**src/rtl/flbsel_consts.svh**
```systemverilog
// Constants of the framer loopback selector: offsets, fields, resets.
`ifndef FLBSEL_CONSTS_SVH
`define FLBSEL_CONSTS_SVH
// Register offsets on the plain register port
`define FLBSEL_OFF_PRI 3'h0
`define FLBSEL_OFF_SEC 3'h1
`define FLBSEL_OFF_IDLE 3'h2
`define FLBSEL_OFF_ALT 3'h3
`define FLBSEL_OFF_STAT 3'h4
// Field positions
`define FLBSEL_ADDR_LSB 0
`define FLBSEL_ADDR_MSB 4
`define FLBSEL_PCODE_LSB 5
`define FLBSEL_PCODE_MSB 7
`define FLBSEL_SCODE_LSB 5
`define FLBSEL_SCODE_MSB 6
`define FLBSEL_ALT_BIT 3
// Reset values
`define FLBSEL_PRI_RST 8'h00
`define FLBSEL_SEC_RST 7'h00
`define FLBSEL_IDLE_RST 8'h7F
`define FLBSEL_ALT_RST 8'h00
// Fixed byte patterns and slots
`define FLBSEL_AIS_BYTE 8'hFF
`define FLBSEL_SLOT0 5'h00
// Line transmit buffer shape
`define FLBSEL_FIFO_DEPTH 16
`define FLBSEL_FIFO_WIDTH 8
`endif

```
**src/rtl/flbsel_pkg.sv**
```systemverilog
// Types shared by the framer loopback selector.
package flbsel_pkg;
  // Primary loopback control codes
  typedef enum logic [2:0] {
    FLBSEL_P_NONE = 3'h0,
    FLBSEL_P_LINE = 3'h1,
    FLBSEL_P_BOARD = 3'h2,
    FLBSEL_P_SYS_SLOT = 3'h3,
    FLBSEL_P_LINE_SLOT = 3'h4,
    FLBSEL_P_BCAST = 3'h5,
    FLBSEL_P_PAYLOAD = 3'h6,
    FLBSEL_P_PASS = 3'h7
  } flbsel_pcode_e;
  // Secondary loopback control codes
  typedef enum logic [1:0] {
    FLBSEL_S_NONE = 2'h0,
    FLBSEL_S_SYS = 2'h1,
    FLBSEL_S_LINE = 2'h2,
    FLBSEL_S_RSVD = 2'h3
  } flbsel_scode_e;
  typedef logic [4:0] flbsel_slot_t;
  typedef logic [7:0] flbsel_byte_t;
endpackage : flbsel_pkg

```
**src/rtl/flbsel_top.sv**
```systemverilog
// Framer loopback selector with its line transmit buffer.
//
// Notes on behaviour
// - Primary register: address bits 0-4, code 5-7
// - Code 001 loops line; 000 disables all primary loops
// - Code 010 loops system, sends AIS line
// - Code 011 loops addressed slot on system
// - Code 100 loops addressed slot to line
// - Code 101 copies addressed slot into slot0
// - Code 110, alt 0: regenerated payload line loop
// - Regenerated E1 loop rebuilds whole slot 0
// - Receive path keeps delivering normal system data
// - Code 110, alt 1: nailed connect into slot0
// - Code 111 passes line, inserts system data-link
// - ESF passthrough CRC-6 excludes data-link bits
// - E1 passthrough CRC-4 includes data-link bits
// - Secondary register: address 0-4, code 5-6
// - Secondary 01 single-slot system loop; 00 off
// - Secondary 10 single-slot line loop; 11 reserved
// - Secondary needs distinct address, compatible primary
// - Idle code register defaults to 7F
`timescale 1ns/100ps
`default_nettype none
`include "flbsel_consts.svh"

// Synchronous FIFO with a registered head word
module flbsel_fifo #(
  parameter int WIDTH = 8,
  parameter int DEPTH = 16
) (
  // Clock, reset, enable
  input wire logic clk,
  input wire logic rst,
  input wire logic ce,
  // Filling side
  input wire logic in_valid,
  output logic in_ready,
  input wire logic [WIDTH-1:0] in_data,
  // Draining side
  output logic out_valid,
  input wire logic out_ready,
  output logic [WIDTH-1:0] out_data
);
  localparam int AW = $clog2(DEPTH);
  localparam int CW = $clog2(DEPTH + 1);
  localparam logic [CW-1:0] ROOM = CW'(DEPTH - 2);

  // Whole buffer state
  typedef struct packed {
    logic [DEPTH-1:0][WIDTH-1:0] mem; // Storage words
    logic [AW-1:0] wr; // Write pointer
    logic [AW-1:0] rd; // Read pointer
    logic [CW-1:0] cnt; // Words held in storage
    logic ready; // Two or more places free
    logic ovalid; // Head register full
    logic [WIDTH-1:0] odata; // Head register word
  } flbsel_fifo_s;

  flbsel_fifo_s fifo_q;
  flbsel_fifo_s fifo_d;
  logic push;
  logic pop;
  logic load;

  // Next state of the buffer
  always_comb begin
    fifo_d = fifo_q;
    load = ~fifo_q.ovalid | out_ready;
    // Ready keeps one slot of slack for a push already in flight
    push = ce & in_valid & (fifo_q.cnt != CW'(DEPTH));
    pop = ce & load & (fifo_q.cnt != '0);
    if (push) begin
      fifo_d.mem[fifo_q.wr] = in_data;
      fifo_d.wr = fifo_q.wr + AW'(1);
    end
    if (pop) begin
      fifo_d.odata = fifo_q.mem[fifo_q.rd];
      fifo_d.rd = fifo_q.rd + AW'(1);
    end
    if (ce & load) begin
      fifo_d.ovalid = pop;
    end
    fifo_d.cnt = fifo_q.cnt + CW'(push) - CW'(pop);
    fifo_d.ready = fifo_d.cnt <= ROOM;
  end

  // Buffer register
  always_ff @(posedge clk or posedge rst) begin
    if (rst) begin
      fifo_q <= '0;
      fifo_q.ready <= 1'b1;
    end else begin
      fifo_q <= fifo_d;
    end
  end

  assign in_ready = fifo_q.ready;
  assign out_valid = fifo_q.ovalid;
  assign out_data = fifo_q.odata;
endmodule : flbsel_fifo

// Loopback selection for one framer channel
module flbsel_top
  import flbsel_pkg::*;
(
  // Clock, reset, enable
  input wire logic clk,
  input wire logic rst,
  input wire logic ce,
  // Register port
  input wire logic [2:0] reg_addr,
  input wire logic [7:0] reg_wdata,
  input wire logic reg_wr,
  input wire logic reg_rd,
  output logic [7:0] reg_rdata,
  // Framing context from the framer
  input wire logic e1_mode,
  // Time-slot stream in, both directions aligned
  input wire logic slot_valid,
  output logic slot_ready,
  input wire logic [4:0] slot_idx,
  input wire logic [7:0] line_rx_byte,
  input wire logic [7:0] sys_rx_byte,
  input wire logic [7:0] dl_mask,
  input wire logic [7:0] sys_dl_bits,
  // System highway transmit
  output logic sys_tx_valid,
  output logic [7:0] sys_tx_byte,
  // Line transmit, buffered
  output logic line_tx_valid,
  input wire logic line_tx_ready,
  output logic [7:0] line_tx_byte,
  // Controls to the framer engines
  output logic regen_framing,
  output logic regen_ts0,
  output logic crc6_skip_dl,
  output logic crc4_keep_dl,
  output logic [7:0] line_idle_code
);
  // Whole block state
  typedef struct packed {
    flbsel_byte_t pri; // primary_loopback_ctrl
    logic [6:0] sec; // secondary_loopback_ctrl, bit 7 reads 0
    flbsel_byte_t idle; // line_idle_code_reg
    flbsel_byte_t alt; // alt_mode_select_reg
    flbsel_byte_t rdata; // Read answer, one cycle
    flbsel_byte_t held; // Addressed slot kept for slot 0
    flbsel_byte_t stx; // System transmit byte
    logic svalid; // System transmit strobe
    flbsel_byte_t ltx; // Line byte going into the buffer
    logic push; // Line byte strobe
    logic regen; // Regenerated framing request
    logic regen0; // Whole slot 0 rebuild request
    logic crc6x; // CRC-6 skips data-link bits
    logic crc4i; // CRC-4 counts data-link bits
    logic sec_on; // Secondary loop in force
  } flbsel_top_s;

  flbsel_top_s st_q;
  flbsel_top_s st_d;
  flbsel_pcode_e pcode;
  flbsel_scode_e scode;
  flbsel_slot_t paddr;
  flbsel_slot_t saddr;
  logic take;
  logic buf_ready;
  logic alt_bit;

  // Slot match, used for both addresses
  function automatic logic slot_hit(input flbsel_slot_t s,
                                    input flbsel_slot_t a);
    slot_hit = (s == a);
  endfunction : slot_hit

  // Primary codes that leave room for the secondary loop
  function automatic logic sec_allowed(input flbsel_pcode_e p);
    sec_allowed = !(p == FLBSEL_P_LINE || p == FLBSEL_P_BOARD ||
                    p == FLBSEL_P_PAYLOAD || p == FLBSEL_P_PASS);
  endfunction : sec_allowed

  // Field decode of the control registers
  assign pcode = flbsel_pcode_e'(
                   st_q.pri[`FLBSEL_PCODE_MSB:`FLBSEL_PCODE_LSB]);
  assign paddr = st_q.pri[`FLBSEL_ADDR_MSB:`FLBSEL_ADDR_LSB];
  assign scode = flbsel_scode_e'(
                   st_q.sec[`FLBSEL_SCODE_MSB:`FLBSEL_SCODE_LSB]);
  assign saddr = st_q.sec[`FLBSEL_ADDR_MSB:`FLBSEL_ADDR_LSB];
  assign alt_bit = st_q.alt[`FLBSEL_ALT_BIT];
  // Slot taken only while the buffer can hold its line byte
  assign take = ce & slot_valid & buf_ready;

  // Next state: registers, loop selection, engine controls
  always_comb begin
    st_d = st_q;
    if (ce) begin
      st_d.rdata = '0;
      st_d.push = 1'b0;
      st_d.svalid = 1'b0;
      // Register writes
      if (reg_wr) begin
        case (reg_addr)
          `FLBSEL_OFF_PRI: st_d.pri = reg_wdata;
          `FLBSEL_OFF_SEC: st_d.sec = reg_wdata[6:0];
          `FLBSEL_OFF_IDLE: st_d.idle = reg_wdata;
          `FLBSEL_OFF_ALT: st_d.alt = reg_wdata;
          default: ; // Unmapped writes dropped
        endcase
      end
      // Register reads, answered next cycle
      if (reg_rd) begin
        case (reg_addr)
          `FLBSEL_OFF_PRI: st_d.rdata = st_q.pri;
          `FLBSEL_OFF_SEC: st_d.rdata = {1'b0, st_q.sec};
          `FLBSEL_OFF_IDLE: st_d.rdata = st_q.idle;
          `FLBSEL_OFF_ALT: st_d.rdata = st_q.alt;
          `FLBSEL_OFF_STAT: st_d.rdata = {3'h0, st_q.sec_on, st_q.crc4i,
                                          st_q.crc6x, st_q.regen0,
                                          st_q.regen};
          default: st_d.rdata = '0; // Unmapped reads zero
        endcase
      end
      // Engine controls follow the live codes
      st_d.regen = (pcode == FLBSEL_P_PAYLOAD) & ~alt_bit;
      st_d.regen0 = (pcode == FLBSEL_P_PAYLOAD) & ~alt_bit & e1_mode;
      st_d.crc6x = (pcode == FLBSEL_P_PASS) & ~e1_mode;
      st_d.crc4i = (pcode == FLBSEL_P_PASS) & e1_mode;
      // Code 11 falls out here, same as 00
      st_d.sec_on = sec_allowed(pcode) & ~slot_hit(saddr, paddr) &
                    (scode == FLBSEL_S_SYS || scode == FLBSEL_S_LINE);
      // One time slot through the selector
      if (take) begin
        st_d.push = 1'b1;
        st_d.svalid = 1'b1;
        // Normal paths: system to line, line to system
        st_d.ltx = sys_rx_byte;
        st_d.stx = line_rx_byte;
        case (pcode)
          FLBSEL_P_NONE: ; // Straight through
          FLBSEL_P_LINE: st_d.ltx = line_rx_byte;
          FLBSEL_P_BOARD: begin
            st_d.stx = sys_rx_byte;
            st_d.ltx = `FLBSEL_AIS_BYTE;
          end
          FLBSEL_P_SYS_SLOT: begin
            if (slot_hit(slot_idx, paddr)) begin
              st_d.stx = sys_rx_byte;
              st_d.ltx = st_q.idle;
            end
          end
          FLBSEL_P_LINE_SLOT: begin
            if (slot_hit(slot_idx, paddr)) begin
              st_d.ltx = line_rx_byte;
              st_d.stx = st_q.idle;
            end
          end
          FLBSEL_P_BCAST: begin
            // Slot 0 carries the copy kept from the previous frame
            if (slot_hit(slot_idx, `FLBSEL_SLOT0)) begin
              st_d.ltx = st_q.held;
            end
            if (slot_hit(slot_idx, paddr)) begin
              st_d.held = sys_rx_byte;
            end
          end
          FLBSEL_P_PAYLOAD: begin
            if (!alt_bit) begin
              // Overhead bits are rebuilt by the transmit framer
              st_d.ltx = line_rx_byte;
            end else begin
              if (slot_hit(slot_idx, `FLBSEL_SLOT0)) begin
                st_d.stx = st_q.held;
              end
              if (slot_hit(slot_idx, paddr)) begin
                st_d.held = sys_rx_byte;
              end
            end
          end
          FLBSEL_P_PASS: begin
            st_d.ltx = (line_rx_byte & ~dl_mask) |
                       (sys_dl_bits & dl_mask);
          end
          default: ;
        endcase
        // Secondary single-slot loop on top
        // Live gate too, so a fresh primary write bars it at once
        if (st_q.sec_on && sec_allowed(pcode) && !slot_hit(saddr, paddr) &&
            slot_hit(slot_idx, saddr)) begin
          case (scode)
            FLBSEL_S_SYS: begin
              st_d.stx = sys_rx_byte;
              st_d.ltx = st_q.idle;
            end
            FLBSEL_S_LINE: begin
              st_d.ltx = line_rx_byte;
              st_d.stx = st_q.idle;
            end
            default: ;
          endcase
        end
      end
    end
  end

  // Block register
  always_ff @(posedge clk or posedge rst) begin
    if (rst) begin
      st_q <= '0;
      st_q.pri <= `FLBSEL_PRI_RST;
      st_q.sec <= `FLBSEL_SEC_RST;
      st_q.idle <= `FLBSEL_IDLE_RST;
      st_q.alt <= `FLBSEL_ALT_RST;
    end else begin
      st_q <= st_d;
    end
  end

  // Line transmit buffer; its ready stalls the slot stream
  flbsel_fifo #(
    .WIDTH(`FLBSEL_FIFO_WIDTH),
    .DEPTH(`FLBSEL_FIFO_DEPTH)
  ) u_line_buf (
    .clk(clk),
    .rst(rst),
    .ce(ce),
    .in_valid(st_q.push),
    .in_ready(buf_ready),
    .in_data(st_q.ltx),
    .out_valid(line_tx_valid),
    .out_ready(line_tx_ready),
    .out_data(line_tx_byte)
  );

  // Registered outputs
  assign slot_ready = buf_ready;
  assign reg_rdata = st_q.rdata;
  assign sys_tx_valid = st_q.svalid;
  assign sys_tx_byte = st_q.stx;
  assign regen_framing = st_q.regen;
  assign regen_ts0 = st_q.regen0;
  assign crc6_skip_dl = st_q.crc6x;
  assign crc4_keep_dl = st_q.crc4i;
  assign line_idle_code = st_q.idle;
endmodule : flbsel_top
`default_nettype wire

```
**config.mk**
```make
export PLATFORM = sky130hd
export DESIGN_NAME = flbsel_top
export DESIGN_NICKNAME = d
export VERILOG_FILES = /design/src/rtl/flbsel_pkg.sv /design/src/rtl/flbsel_top.sv
export VERILOG_INCLUDE_DIRS = /design/src /design/src/rtl
export SDC_FILE = /design/constraint.sdc
export NUM_CORES = 1
export LEC_CHECK = 0
export BUFFER_PORTS_ARGS = -buffer_cell sky130_fd_sc_hd__buf_4
export CAP_MARGIN = 5
export CELL_PAD_IN_SITES_DETAIL_PLACEMENT = 0
export CELL_PAD_IN_SITES_GLOBAL_PLACEMENT = 1
export CORE_UTILIZATION = 40
export DETAILED_ROUTE_END_ITERATION = 7
export HOLD_SLACK_MARGIN = 0.02
export PLACE_DENSITY = 0.76
export SETUP_SLACK_MARGIN = 0.15
export SLEW_MARGIN = 40
export SYNTH_ARGS = -nofsm -noshare
export SYNTH_HDL_FRONTEND = slang
export SYNTH_SLANG_ARGS = --single-unit
```
**constraint.sdc**
```tcl
create_clock -name clk -period 6.25 [get_ports clk]
set_input_delay 0 -clock clk [delete_from_list [all_inputs] [get_ports clk]]
set_output_delay 0 -clock clk [all_outputs]
set_load 0.005 [all_outputs]
```
Word level (Yosys, flattened, before mapping)
Index checks and enable logic that the tools add are counted.
- register bits: 221
- bits of input ports: 56
- output and inout bits: 39
- add/subtract/negate cells: 4
- magnitude comparators: 4
- equal/unequal tests: 18
- multiplexer cells: 24
- bitwise gates (word level): 21
- reduce and logical (&&, ||, !) cells: 20
- operator list (kind ; count):
    128-bit bitwise mux ; 1
    8-bit two-way mux ; 13
    8-bit case mux with 7 select lines ; 1
    8-bit case mux with 2 select lines ; 3
    8-bit case mux with 5 select lines ; 1
    8-bit binary-select mux with 4-bit select ; 1
    8-bit demux with 4-bit select ; 1
    8-bit case mux with 4 select lines ; 1
    8-bit AND ; 2
    16-bit two-way mux ; 1
    3-bit == test, second input constant ; 5
    5-bit == test ; 3
    1-bit AND ; 12
    3-bit by 2-bit == test with 1-bit output, second input constant ; 4
    3-bit AND reduction ; 4
    4-bit by 5-bit < comparator with 1-bit output, second input constant ; 2
    10-bit two-way mux ; 1
    4-bit by 1-bit adder with 4-bit output, second input constant ; 2
    8-bit inverter ; 1
    8-bit OR ; 1
    3-bit by 1-bit == test with 1-bit output, second input constant ; 2
    5-bit by 1-bit adder with 5-bit output ; 1
    5-bit by 4-bit <= comparator with 1-bit output, second input constant ; 1
    5-bit zero test ; 1
    other kinds (16) ; 26

Longest topological paths before layout
Gate-level depths: netlist (run 1).
- depth after elaboration: 10
- gate-level depth with buffers: 16
- gate-level depth less buffers: 15

By module
From an unflattened synthesis (run 1), not the netlist that was laid out.
- cells, all modules: 985
- area, all modules: 11932.7 sq um
- by module, submodules not included (module ; times used ; cells each ; area each (sq um)):
    flbsel_fifo ; 1 ; 463 ; 7124.3
    flbsel_top ; 1 ; 522 ; 4808.4

Least setup slack after synthesis (run 1)
Ideal clock, no wire load.
- kind: register to register
- start: register u_line_buf.fifo_q[13] (netlist name)
- end: register u_line_buf.fifo_q (netlist bit u_line_buf.in_ready)
- setup time: 0.083 ns
- arrival time: 2.730 ns
- required time: 6.167 ns
- setup slack: 3.437 ns
- stages on the path, launching flop included: 17
- period minus slack after synthesis: 2.813 ns
- cells stage by stage: dfrtp_1 > inv_1 > ha_1 > nand2_1 > o21a_1 > o21ai_1 > inv_1 > clkbuf_1 > ha_1 > inv_1 > ha_1 > fa_1 > a21oi_1 > nor2_1 > nor2_1 > xnor2_1 > a41oi_1
- RTL lines (item ; RTL line ; text):
    start, declared ; flbsel_top.sv:59 ; flbsel_fifo_s fifo_q;
    start signal, assigned ; flbsel_top.sv:93 ; fifo_q <= fifo_d;

==> results.py, run 1 <==
metrics = {
    "status": {
        "status": "complete, no violations",
    },
    "layout": {
        "largest_reg_flops": 141,
        "regMostFlops": "u_line_buf.fifo_q",
        "final_cells": 1378,
        "drive_gt1_share_pct": 37.2,
        "reg.largest.list": "u_line_buf.fifo_q (141), st_q (24)",
        "final.fill_count": 2535,
        "syn2layout_area_growth_pct": 17.3,
        "register_area_sq_mm": 0.00552,
        "layout.nets": 1052,
        "multi_input_area_sq_mm": 0.00533,
        "num_antenna_cells": 0,
    },
    "sta": {
        "period_share_pct": 49.1,
        "timing.final.ws_setup_ns": 3.18,
        "timing.fmax_mhz": 326,
        "rsz0062_at_grt": "no",
        "hold_viol": 0,
        "fin_worst_skew_ns": 0.0149,
        "setup-violations-final": 0,
        "fin_crit_ns": 3.07,
        "tns_ns": 0,
        "relSlewSlack_pct": 42.2,
        "holdWs_ns": 0.0973,
        "finalMaxSlewViolations": 0,
        "worstMarginPinSlew_ns": 0.864,
    },
    "worst_setup_path": {
        "crit_buf_inv": 3,
        "cp.required_ns": 6.70,
        "crit_family": "adder cells",
        "end_kind": "flip-flop",
        "worstPathCellList": "inv_1, ha_1, nand2_1, o21a_1, o21ai_1, inv_1, ha_1, inv_1, ha_1, fa_1, a21oi_1, nor2_1, nor2_1, xnor2_1, a41oi_1",
        "slowest_delay_ns": 0.43,
        "path_class": "reg -> reg",
        "arrival_ns": 3.51,
        "worstSetupStartpointType": "flip-flop",
        "cp_slowest_cell": "fa_1",
        "worstPathMaxFanout": 11,
    },
    "drt": {
        "postRouteAntennaNets": 0,
        "wl_mm": 29.9,
        "vias": 7812,
        "vias_per_cell": 5.67,
        "drcViolationCount": 0,
        "wire_per_inst_um": 21.7,
        "drtPass1Iterations": 5,
        "drtIter0Drc": 627,
    },
    "placed_design": {
        "portBuffers": 94,
        "gp_congestion": 0.861,
        "hpwl_mm": 19.9,
        "pre_cts_slack_ns": 3.21,
        "placedCellCount": 1297,
    },
    "min_path": {
        "min_path_type": "in -> async",
    },
    "floorplanning": {
        "fp.dieArea_sq_mm": 0.0292,
        "die_h_um": 171,
        "rows": 61,
        "ioPinCount": 95,
        "core-area_sq_mm": 0.0279,
        "start_util_pct": 40.9,
        "die_w_um": 171,
    },
    "grt": {
        "grt_max_degree": 114,
        "grt_pass1_vias": 8025,
        "grt_busiest_layer": "met2",
        "overflow": 0,
        "antenna_found_initial": 0,
        "use_met1_pct": 30.1,
        "grt_pass1_wl_mm": 47.3,
        "grtUsageTotal_pct": 21.4,
        "grt_use_met2_pct": 33.4,
        "grtUsageMet3_pct": 4.51,
    },
    "power": {
        "max-vdd-ir-drop_v": 0.000223,
        "design_power_total_mw": 5.70,
        "p_per_area_mw_per_mm2": 426,
        "p_leak_nw": 5.94,
    },
    "clock_tree": {
        "cts_tree": "yes",
        "cts-root-buf": "clkbuf_16",
        "cts_max_level": 1,
        "clk_pin_slew_worst_paths_ns": 0.06,
        "clock_latency_ns": 0.53,
        "ctsResizeCount": 0,
        "clock-sinks": 220,
        "cts_made_buffers": 25,
        "clockBufferDepth": 3,
    },
    "synth": {
        "synth-async-reset-ratio_pct": 100,
        "ys.flop_type": "dfrtp_1",
        "syn-num-nets": 975,
        "netlist_area_sq_mm": 0.0114,
        "ys_types": 65,
        "synth.avg_cell_area_sq_um": 12.6,
        "synth_seq_cells": 220,
        "synth_warnings": 0,
        "synth-edff-count": 0,
        "yosysSeqAreaShare_pct": 48.3,
        "postSynthCellCount": 905,
    },
    "run": {
        "cap_violations": 0,
    },
}
-- synthesized netlist by cell type (all sizes together), types with 2 or more instances --
cell type,number,area [sq um]
nor3b,3,27.5
nand3,20,100
a21oi,16,80.1
o22ai,20,131
o22a,5,43.8
o21a,2,15.0
o31ai,8,60.1
nand3b,2,15.0
buf,52,345
inv,30,113
nand2b,4,25.0
a221oi,8,70.1
ha,13,163
dfrtp,212,5310
a2111oi,9,93.8
a211oi,3,22.5
clkbuf,34,128
a31o,5,43.8
a31oi,7,43.8
nor2b,5,33.8
nor4,2,12.5
nor2,41,164
a221o,3,30.0
mux2i,15,150
and2,2,12.5
mux4,42,946
o2111ai,2,17.5
dfstp,8,210
nor3,3,15.0
a22o,8,70.1
mux2,180,2030
a21o,2,15.0
nand2,48,180
o21ai,17,85.1
and3,3,18.8
a32o,2,20.0
a22oi,24,180
xnor2,16,140
nand4,5,31.3
xor2,10,87.6
-- routing by layer --
layer / share of wire [%] / vias up
li1: - / 3478
met1: 45 / 4022
met2: 46 / 272
met3: 6.7 / 40
met4: 1.9 / 0
met5: 0 / -
-- where the power goes --
group | total, mW | leakage [nW] | switching [mW] | internal, mW
clock network | 1.47 | 0.409 | 0.596 | 0.878
registers | 2.44 | 2.85 | 0.507 | 1.94
logic | 1.79 | 2.69 | 0.778 | 1.01
total | 5.70 | 5.94 | 1.88 | 3.82
-- path summary, 6_finish.rpt --
path / startpoint / endpoint / slack, ns / cells past startpoint
setup / recovery: u_line_buf.fifo_q[12] / u_line_buf.in_ready / 3.18 / 15
setup reg to reg: u_line_buf.fifo_q[12] / u_line_buf.in_ready / 3.18 / 15
hold reg to reg: sys_tx_byte[6] / sys_tx_byte[6] / 0.48 / 2
min in group clk: reg_addr[0] / reg_rdata[1] / 0.10 / 4
max in group asynchronous: rst / reg_rdata[4] / 5.06 / 4
hold / removal: rst / sys_tx_byte[6] / 0.1 / 3
-- final cells by class --
type | instances | area share (%)
Sequential cell | 220 | 41.2
Clock inverter | 11 | 0.888
Clock buffer | 34 | 5.30
Inverter | 30 | 0.935
Tap cell | 378 | 3.53
Multi-Input combinational cell | 569 | 39.8
Timing Repair Buffer | 136 | 8.34
-- through the flow --
step,cell area [sq um],utilization [%]
4_1_cts,13400,47.8
3_3_place_gp,12200,43.6
2_1_floorplan,11400,-
6_report,13400,47.9
3_5_place_dp,12200,43.6
5_1_grt,13400,47.9
-- cells by family (layout without fill, tap and decap cells) --
group | Yosys count | after routing | share of synthesized area [%]
compound gates | 150 | 150 | 9.70
xor+xnor | 26 | 26 | 2.00
fa+ha+maj | 14 | 14 | 1.60
buf+inv | 116 | 211 | 5.13
flops | 220 | 220 | 48.3
mux | 237 | 237 | 27.4
simple gates | 142 | 142 | 5.88
-- placed cells by master, fill, tap and decap left out, types with 19 or more instances in the layout --
master / n
inv_1: 28
dlygate4sd3_1: 35
mux2_2: 157
mux4_2: 42
a22oi_1: 24
nand2_1: 48
clkbuf_16: 25
dfrtp_1: 211
nand3_1: 19
nor2_1: 33
mux2_1: 23
o22ai_1: 19
buf_4: 99
-- tightest hold or removal path: stages --
cell and delay (ns):
dlygate4sd3_1 0.54, buf_4 0.16, clkinv_8 0.38
-- repair_timing --
action / 4_1_cts / 5_1_grt
buffers inserted: 0 / 0
hold buffers: 35 / 0
hold endpoints to repair: 176 / 0
(Power assumes the default switching activity.)
==> inputs of run 2 (changes only) <==
==> constraint.sdc (replaced) <==
create_clock -name clk -period 2.6 [get_ports clk]
set_input_delay 0 -clock clk [delete_from_list [all_inputs] [get_ports clk]]
set_output_delay 0 -clock clk [all_outputs]
set_load 0.005 [all_outputs]
==> run 2 against run 1 <==
Setup slack lost 3.0 ns. Non-clock buffer count is 51 higher. Sequential share of layout area fell by 1.5 points. Critical path depth did not move. Combinational power grew to 2.6 times the previous value. Largest cell class unchanged. Largest power group unchanged.
==> results.py, run 2 (synthesis gave the netlist of run 1 again) <==
metrics = {
    "status": {
        "status": "complete, no violations",
    },
    "layout": {
        "final_common_cell": "dfrtp_1",
        "reg.largest.list": "u_line_buf.fifo_q (141), st_q (24)",
        "finalInstanceArea_sq_mm": 0.0139,
        "syn2layout_area_growth_pct": 21.8,
        "layout.nets": 1103,
        "regMostFlops": "u_line_buf.fifo_q",
        "final_cell_mix": "dfrtp_1 (211), mux2_2 (157), buf_4 (141)",
        "final_cells": 1429,
        "largest_reg_flops": 141,
        "num_antenna_cells": 0,
        "drive_gt1_share_pct": 40.2,
        "utilization_pct": 49.8,
    },
    "worst_setup_path": {
        "worstSetupStartpointType": "flip-flop",
        "end_kind": "flip-flop",
        "worstPathMaxFanout": 2,
        "crit-reg2reg-capture": "u_line_buf.in_ready",
        "rr_worst_depth": 15,
        "arrival_ns": 2.89,
        "r2r-start": "u_line_buf.fifo_q[12]",
        "cp.required_ns": 3.06,
        "reg2reg_slack_ns": 0.16,
        "path_class": "reg -> reg",
    },
    "power": {
        "power.net_switching_mw": 4.53,
        "p_leak_nw": 6.23,
        "p_clk_share_pct": 26.1,
        "switching_share_pct": 32.1,
        "max-vdd-ir-drop_v": 0.000613,
        "pwr-share-seq_pct": 41.5,
        "power.internal_mw": 9.57,
        "p_per_area_mw_per_mm2": 1010,
        "combPwrFrac_pct": 32.5,
    },
    "floorplanning": {
        "core-area_sq_mm": 0.0279,
        "start_util_pct": 40.9,
        "rows": 61,
        "die_w_um": 171,
        "die_h_um": 171,
        "ioPinCount": 95,
        "fp.dieArea_sq_mm": 0.0292,
    },
    "clock_tree": {
        "cts_tree": "yes",
        "cts_max_level": 1,
        "clock_latency_ns": 0.53,
        "clock-sinks": 220,
        "cts-root-buf": "clkbuf_16",
        "clk_pin_slew_worst_paths_ns": 0.06,
        "cts_made_buffers": 25,
        "clockBufferDepth": 3,
    },
    "placed_design": {
        "pre_cts_slack_ns": 0.0317,
        "gp_congestion": 0.893,
        "hpwl_mm": 20.4,
        "placedCellCount": 1335,
        "portBuffers": 94,
        "dpl_cell_area_sq_mm": 0.0125,
    },
    "grt": {
        "overflow": 0,
        "grtUsageTotal_pct": 21.4,
        "grt_pass1_vias": 8203,
        "grt_pass1_wl_mm": 47.8,
        "grt_max_degree": 81,
        "antenna_found_initial": 0,
    },
    "sta": {
        "finalMaxSlewViolations": 0,
        "timing.fmax_mhz": 411,
        "relSlewSlack_pct": 53.2,
        "timing.final.ws_setup_ns": 0.165,
        "hold_viol": 0,
        "period_share_pct": 93.7,
        "fin_crit_ns": 2.44,
        "setup-violations-final": 0,
        "worstMarginPinSlew_ns": 0.701,
        "rsz0062_at_grt": "yes",
        "holdWs_ns": 0.0269,
        "fin_worst_skew_ns": 0.0254,
    },
    "min_path": {
        "hold_end": "scode[0]",
        "whs_path_depth": 5,
        "hold_start": "reg_wr",
        "min_path_type": "in -> reg",
    },
    "drt": {
        "drtIter0Drc": 657,
        "vias": 7994,
        "postRouteAntennaNets": 0,
        "vias_per_cell": 5.59,
        "wl_mm": 29.8,
        "drcViolationCount": 0,
        "wire_per_inst_um": 20.8,
        "drtPass1Iterations": 5,
    },
    "run": {
        "cap_violations": 0,
    },
}
[run 2: how the worst max path moves through the flow]
stage	start	to	slack, ns	cells past startpoint
after floorplan	rst	alt_bit	-0.26	1
after global placement	u_line_buf.fifo_q[13]	u_line_buf.in_ready	0.15	15
after detailed placement	u_line_buf.fifo_q[12]	u_line_buf.in_ready	0.03	15
after CTS	u_line_buf.fifo_q[13]	u_line_buf.in_ready	0.11	15
after global routing	u_line_buf.fifo_q[11]	u_line_buf.in_ready	0.06	14
final	u_line_buf.fifo_q[12]	u_line_buf.in_ready	0.16	15
[run 2: power groups by stage]
stage                     Sequential [mW]  Combinational, mW  Clock, mW
after floorplan                      5.24               3.62          0
after global placement               5.81               4.30          0
after detailed placement             5.88               4.39          0
after CTS                            5.83               4.58       3.76
after global routing                 6.03               4.97       3.91
final                                5.85               4.58       3.67
[run 2: stage by stage]
stage	power, mW	setup TNS, ns
after global placement	10.1	0
after CTS	14.2	0
final	14.1	0
after detailed placement	10.3	0
after floorplan	8.86	-55.45
after global routing	14.9	0
[run 2: routing by layer]
metal	global-route usage, %	routed length [um]	up-vias	part of all wire, %
met2	34.0	13900	269	47
met1	30.4	13400	4086	45
li1	-	-	3587	-
met3	3.28	1780	52	6.0
met4	5.78	726	0	2.4
met5	0	0	-	0
[run 2: repair_timing]
action / in CTS / in global routing
endpoints found under the hold margin: 282 / 0
setup endpoints to repair: 1 / 7
buffers inserted: 5 / 2
pin swaps: 8 / 8
resized for setup: 7 / 3
hold buffers: 42 / 0
cloned: 0 / 0
[run 2: critical path, cell delays in order, from the launching register on]
cell and delay [ns]:
dfrtp_1 0.38, inv_2 0.09, ha_4 0.14, nand2_2 0.04, o21a_1 0.19, o21ai_2 0.08, inv_2 0.07, ha_4 0.26
inv_2 0.03, ha_4 0.15, fa_2 0.35, a21oi_2 0.12, nor2_1 0.04, nor2_1 0.12, xnor2_1 0.10, a41oi_2 0.18
[run 2: area by class of cell]
class | instances | area (sq um)
fillers | 2506 | 14000
flip-flops and latches | 220 | 5520
repair buffers | 187 | 1560
well taps | 378 | 473
clock buffers | 35 | 703
clock inverters | 10 | 156
inverters | 30 | 116
multi-input cells | 569 | 5380
==> inputs of run 3 (changes only) <==
--- a/config.mk
+++ b/config.mk
@@ -11,6 +11,7 @@
 export CELL_PAD_IN_SITES_DETAIL_PLACEMENT = 0
 export CELL_PAD_IN_SITES_GLOBAL_PLACEMENT = 1
 export CORE_UTILIZATION = 40
+export CTS_BUF_LIST = sky130_fd_sc_hd__clkbuf_8
 export DETAILED_ROUTE_END_ITERATION = 7
 export HOLD_SLACK_MARGIN = 0.02
 export PLACE_DENSITY = 0.76
==> run 3 against run 2 <==
Combinational power barely moved. Global-route usage rose by 0.14 points. Routed wire length rose by 0.88%. Sequential share of layout area rose by 0.24 points. Final cell count rose by 2.0%. Critical path depth did not move. Non-clock buffer count rose by 3. First-iteration DRC count rose by 0.61%. Die area did not move. Critical path type unchanged.
==> results.py, run 3 (synthesis gave the netlist of run 1 again) <==
metrics = {
    "worst_setup_path": {
        "worstSetupStartpointType": "flip-flop",
        "cp_slowest_cell": "dfrtp_1",
        "crit_family": "adder cells",
        "path_class": "reg -> reg",
        "r2r-start": "u_line_buf.fifo_q[12]",
        "worstPathMaxFanout": 2,
        "arrival_ns": 2.89,
        "end_kind": "flip-flop",
        "crit-reg2reg-capture": "u_line_buf.in_ready",
        "endpoint": "u_line_buf.in_ready",
        "rr_worst_depth": 15,
        "slowest_delay_ns": 0.38,
        "cp.required_ns": 3.06,
        "crit_buf_inv": 3,
        "path_depth": 15,
        "reg2reg_slack_ns": 0.16,
        "crit_start": "u_line_buf.fifo_q[12]",
        "worstPathCellList": "inv_2, ha_4, nand2_2, o21a_1, o21ai_2, inv_2, ha_4, inv_2, ha_4, fa_2, a21oi_2, nor2_1, nor2_1, xnor2_1, a41oi_1",
    },
    "floorplanning": {
        "die_h_um": 171,
        "fp.dieArea_sq_mm": 0.0292,
        "die_w_um": 171,
        "start_util_pct": 40.9,
        "core-area_sq_mm": 0.0279,
        "ioPinCount": 95,
        "rows": 61,
    },
    "sta": {
        "rsz0062_at_grt": "yes",
        "timing.fmax_mhz": 410,
        "fin_crit_ns": 2.44,
        "finalMaxSlewViolations": 0,
        "setup-violations-final": 0,
        "relSlewSlack_pct": 52.4,
        "holdWs_ns": 0.0490,
        "period_share_pct": 93.8,
        "fin_worst_skew_ns": 0.0119,
        "hold_viol": 0,
        "worstMarginPinSlew_ns": 0.715,
    },
    "grt": {
        "antenna_found_initial": 0,
        "overflow": 0,
        "grt_max_degree": 81,
        "grt_pass1_wl_mm": 48.1,
        "grt_pass1_vias": 8410,
        "grtUsageTotal_pct": 21.5,
    },
    "clock_tree": {
        "cts_max_level": 2,
        "clock_latency_ns": 0.54,
        "clock-sinks": 220,
        "cts_tree": "yes",
        "clk_pin_slew_worst_paths_ns": 0.06,
        "cts-root-buf": "clkbuf_8",
        "cts_made_buffers": 40,
        "clockBufferDepth": 3,
    },
    "power": {
        "max-vdd-ir-drop_v": 0.000412,
        "power.net_switching_mw": 4.56,
        "combPwrFrac_pct": 33.7,
        "design_power_total_mw": 13.5,
        "power.internal_mw": 8.97,
        "p_per_area_mw_per_mm2": 979,
        "pwr-share-seq_pct": 43.2,
        "switching_share_pct": 33.7,
        "p_clk_share_pct": 23.2,
        "p_leak_nw": 6.26,
    },
    "layout": {
        "largest_reg_flops": 141,
        "drive_gt1_share_pct": 40.7,
        "final_common_cell": "dfrtp_1",
        "syn2layout_area_growth_pct": 21.1,
        "final_cells": 1457,
        "num_antenna_cells": 0,
        "final_cell_mix": "dfrtp_1 (210), mux2_2 (157), buf_4 (142)",
        "utilization_pct": 49.5,
        "layout.nets": 1121,
        "regMostFlops": "u_line_buf.fifo_q",
        "finalInstanceArea_sq_mm": 0.0138,
        "reg.largest.list": "u_line_buf.fifo_q (141), st_q (24)",
    },
    "placed_design": {
        "placedCellCount": 1335,
        "portBuffers": 94,
        "dpl_cell_area_sq_mm": 0.0125,
        "gp_congestion": 0.893,
        "hpwl_mm": 20.4,
    },
    "drt": {
        "vias": 8095,
        "vias_per_cell": 5.56,
        "postRouteAntennaNets": 0,
        "wl_mm": 30.1,
        "drtPass1Iterations": 5,
        "drtIter0Drc": 661,
        "wire_per_inst_um": 20.6,
        "drcViolationCount": 0,
    },
    "run": {
        "cap_violations": 0,
    },
    "min_path": {
        "min_path_type": "in -> async",
    },
    "status": {
        "status": "complete, no violations",
    },
}
==> run 3: cell types whose count changed in the layout (fill, tap and decap cells not counted), sizes merged <==
| cell | before | now |
|---|---|---|
| clkinv | 4 | 3 |
| bufinv | 4 | 0 |
| inv | 30 | 47 |
| dlygate4sd3 | 42 | 44 |
| buf | 145 | 146 |
| clkbuf | 35 | 48 |
==> run 3: worst min path at each step <==
stage	from	to	slack (ns)	cells past startpoint
CTS	rst	sys_tx_byte[1]	0.05	3
detailed placement	rst	sys_tx_byte[2]	0.07	2
floorplan	reg_wdata[5]	pcode[0]	0.12	2
global route	rst	sys_tx_byte[2]	0.07	3
finish	rst	sys_tx_byte[3]	0.05	3
global placement	rst	sys_tx_byte[6]	0.06	2
==> run 3: routing by layer <==
layer	vias up	global-route usage (%)	share of wire (%)
met3	44	4.02	6.4
met5	-	0	0
li1	3634	-	-
met2	286	34.1	47
met4	0	6.13	2.0
met1	4131	30.2	45
==> run 3: power by group through the flow <==
stage / sequential (mW) / clock (mW) / combinational [mW]
floorplan: 5.24 / 0 / 3.62
global placement: 5.81 / 0 / 4.30
detailed placement: 5.88 / 0 / 4.39
CTS: 5.83 / 3.22 / 4.55
global route: 6.03 / 3.39 / 4.96
finish: 5.84 / 3.13 / 4.55
==> run 3: area by class of cell <==
class	instances	area [sq um]
well taps	378	473
flip-flops and latches	220	5520
inverters	30	116
repair buffers	190	1590
clock buffers	48	661
fillers	2529	14100
multi-input cells	569	5360
clock inverters	22	105
==> run 3: timing repair <==
action                                  CTS  global route
endpoints found under the setup margin    1             5
setup buffers                             6             2
pin swaps                                 8             8
hold buffers                             44             0
gates resized for setup                   6             3
endpoints found under the hold margin   283             0
==> run 3: worst reg2reg max path, stage by stage, from the launching register on <==
cell and delay [ns]:
dfrtp_1 0.38, inv_2 0.09, ha_4 0.14, nand2_2 0.04, o21a_1 0.19, o21ai_2 0.08
inv_2 0.07, ha_4 0.26, inv_2 0.04, ha_4 0.15, fa_2 0.35, a21oi_2 0.12
nor2_1 0.05, nor2_1 0.12, xnor2_1 0.09, a41oi_1 0.19
==> run 3: metrics by stage <==
stage               worst slack (ns)  TNS, ns
floorplan                     -0.262   -55.45
global placement               0.150        0
detailed placement            0.0317        0
CTS                            0.115        0
global route                 0.00573        0
finish                         0.162        0
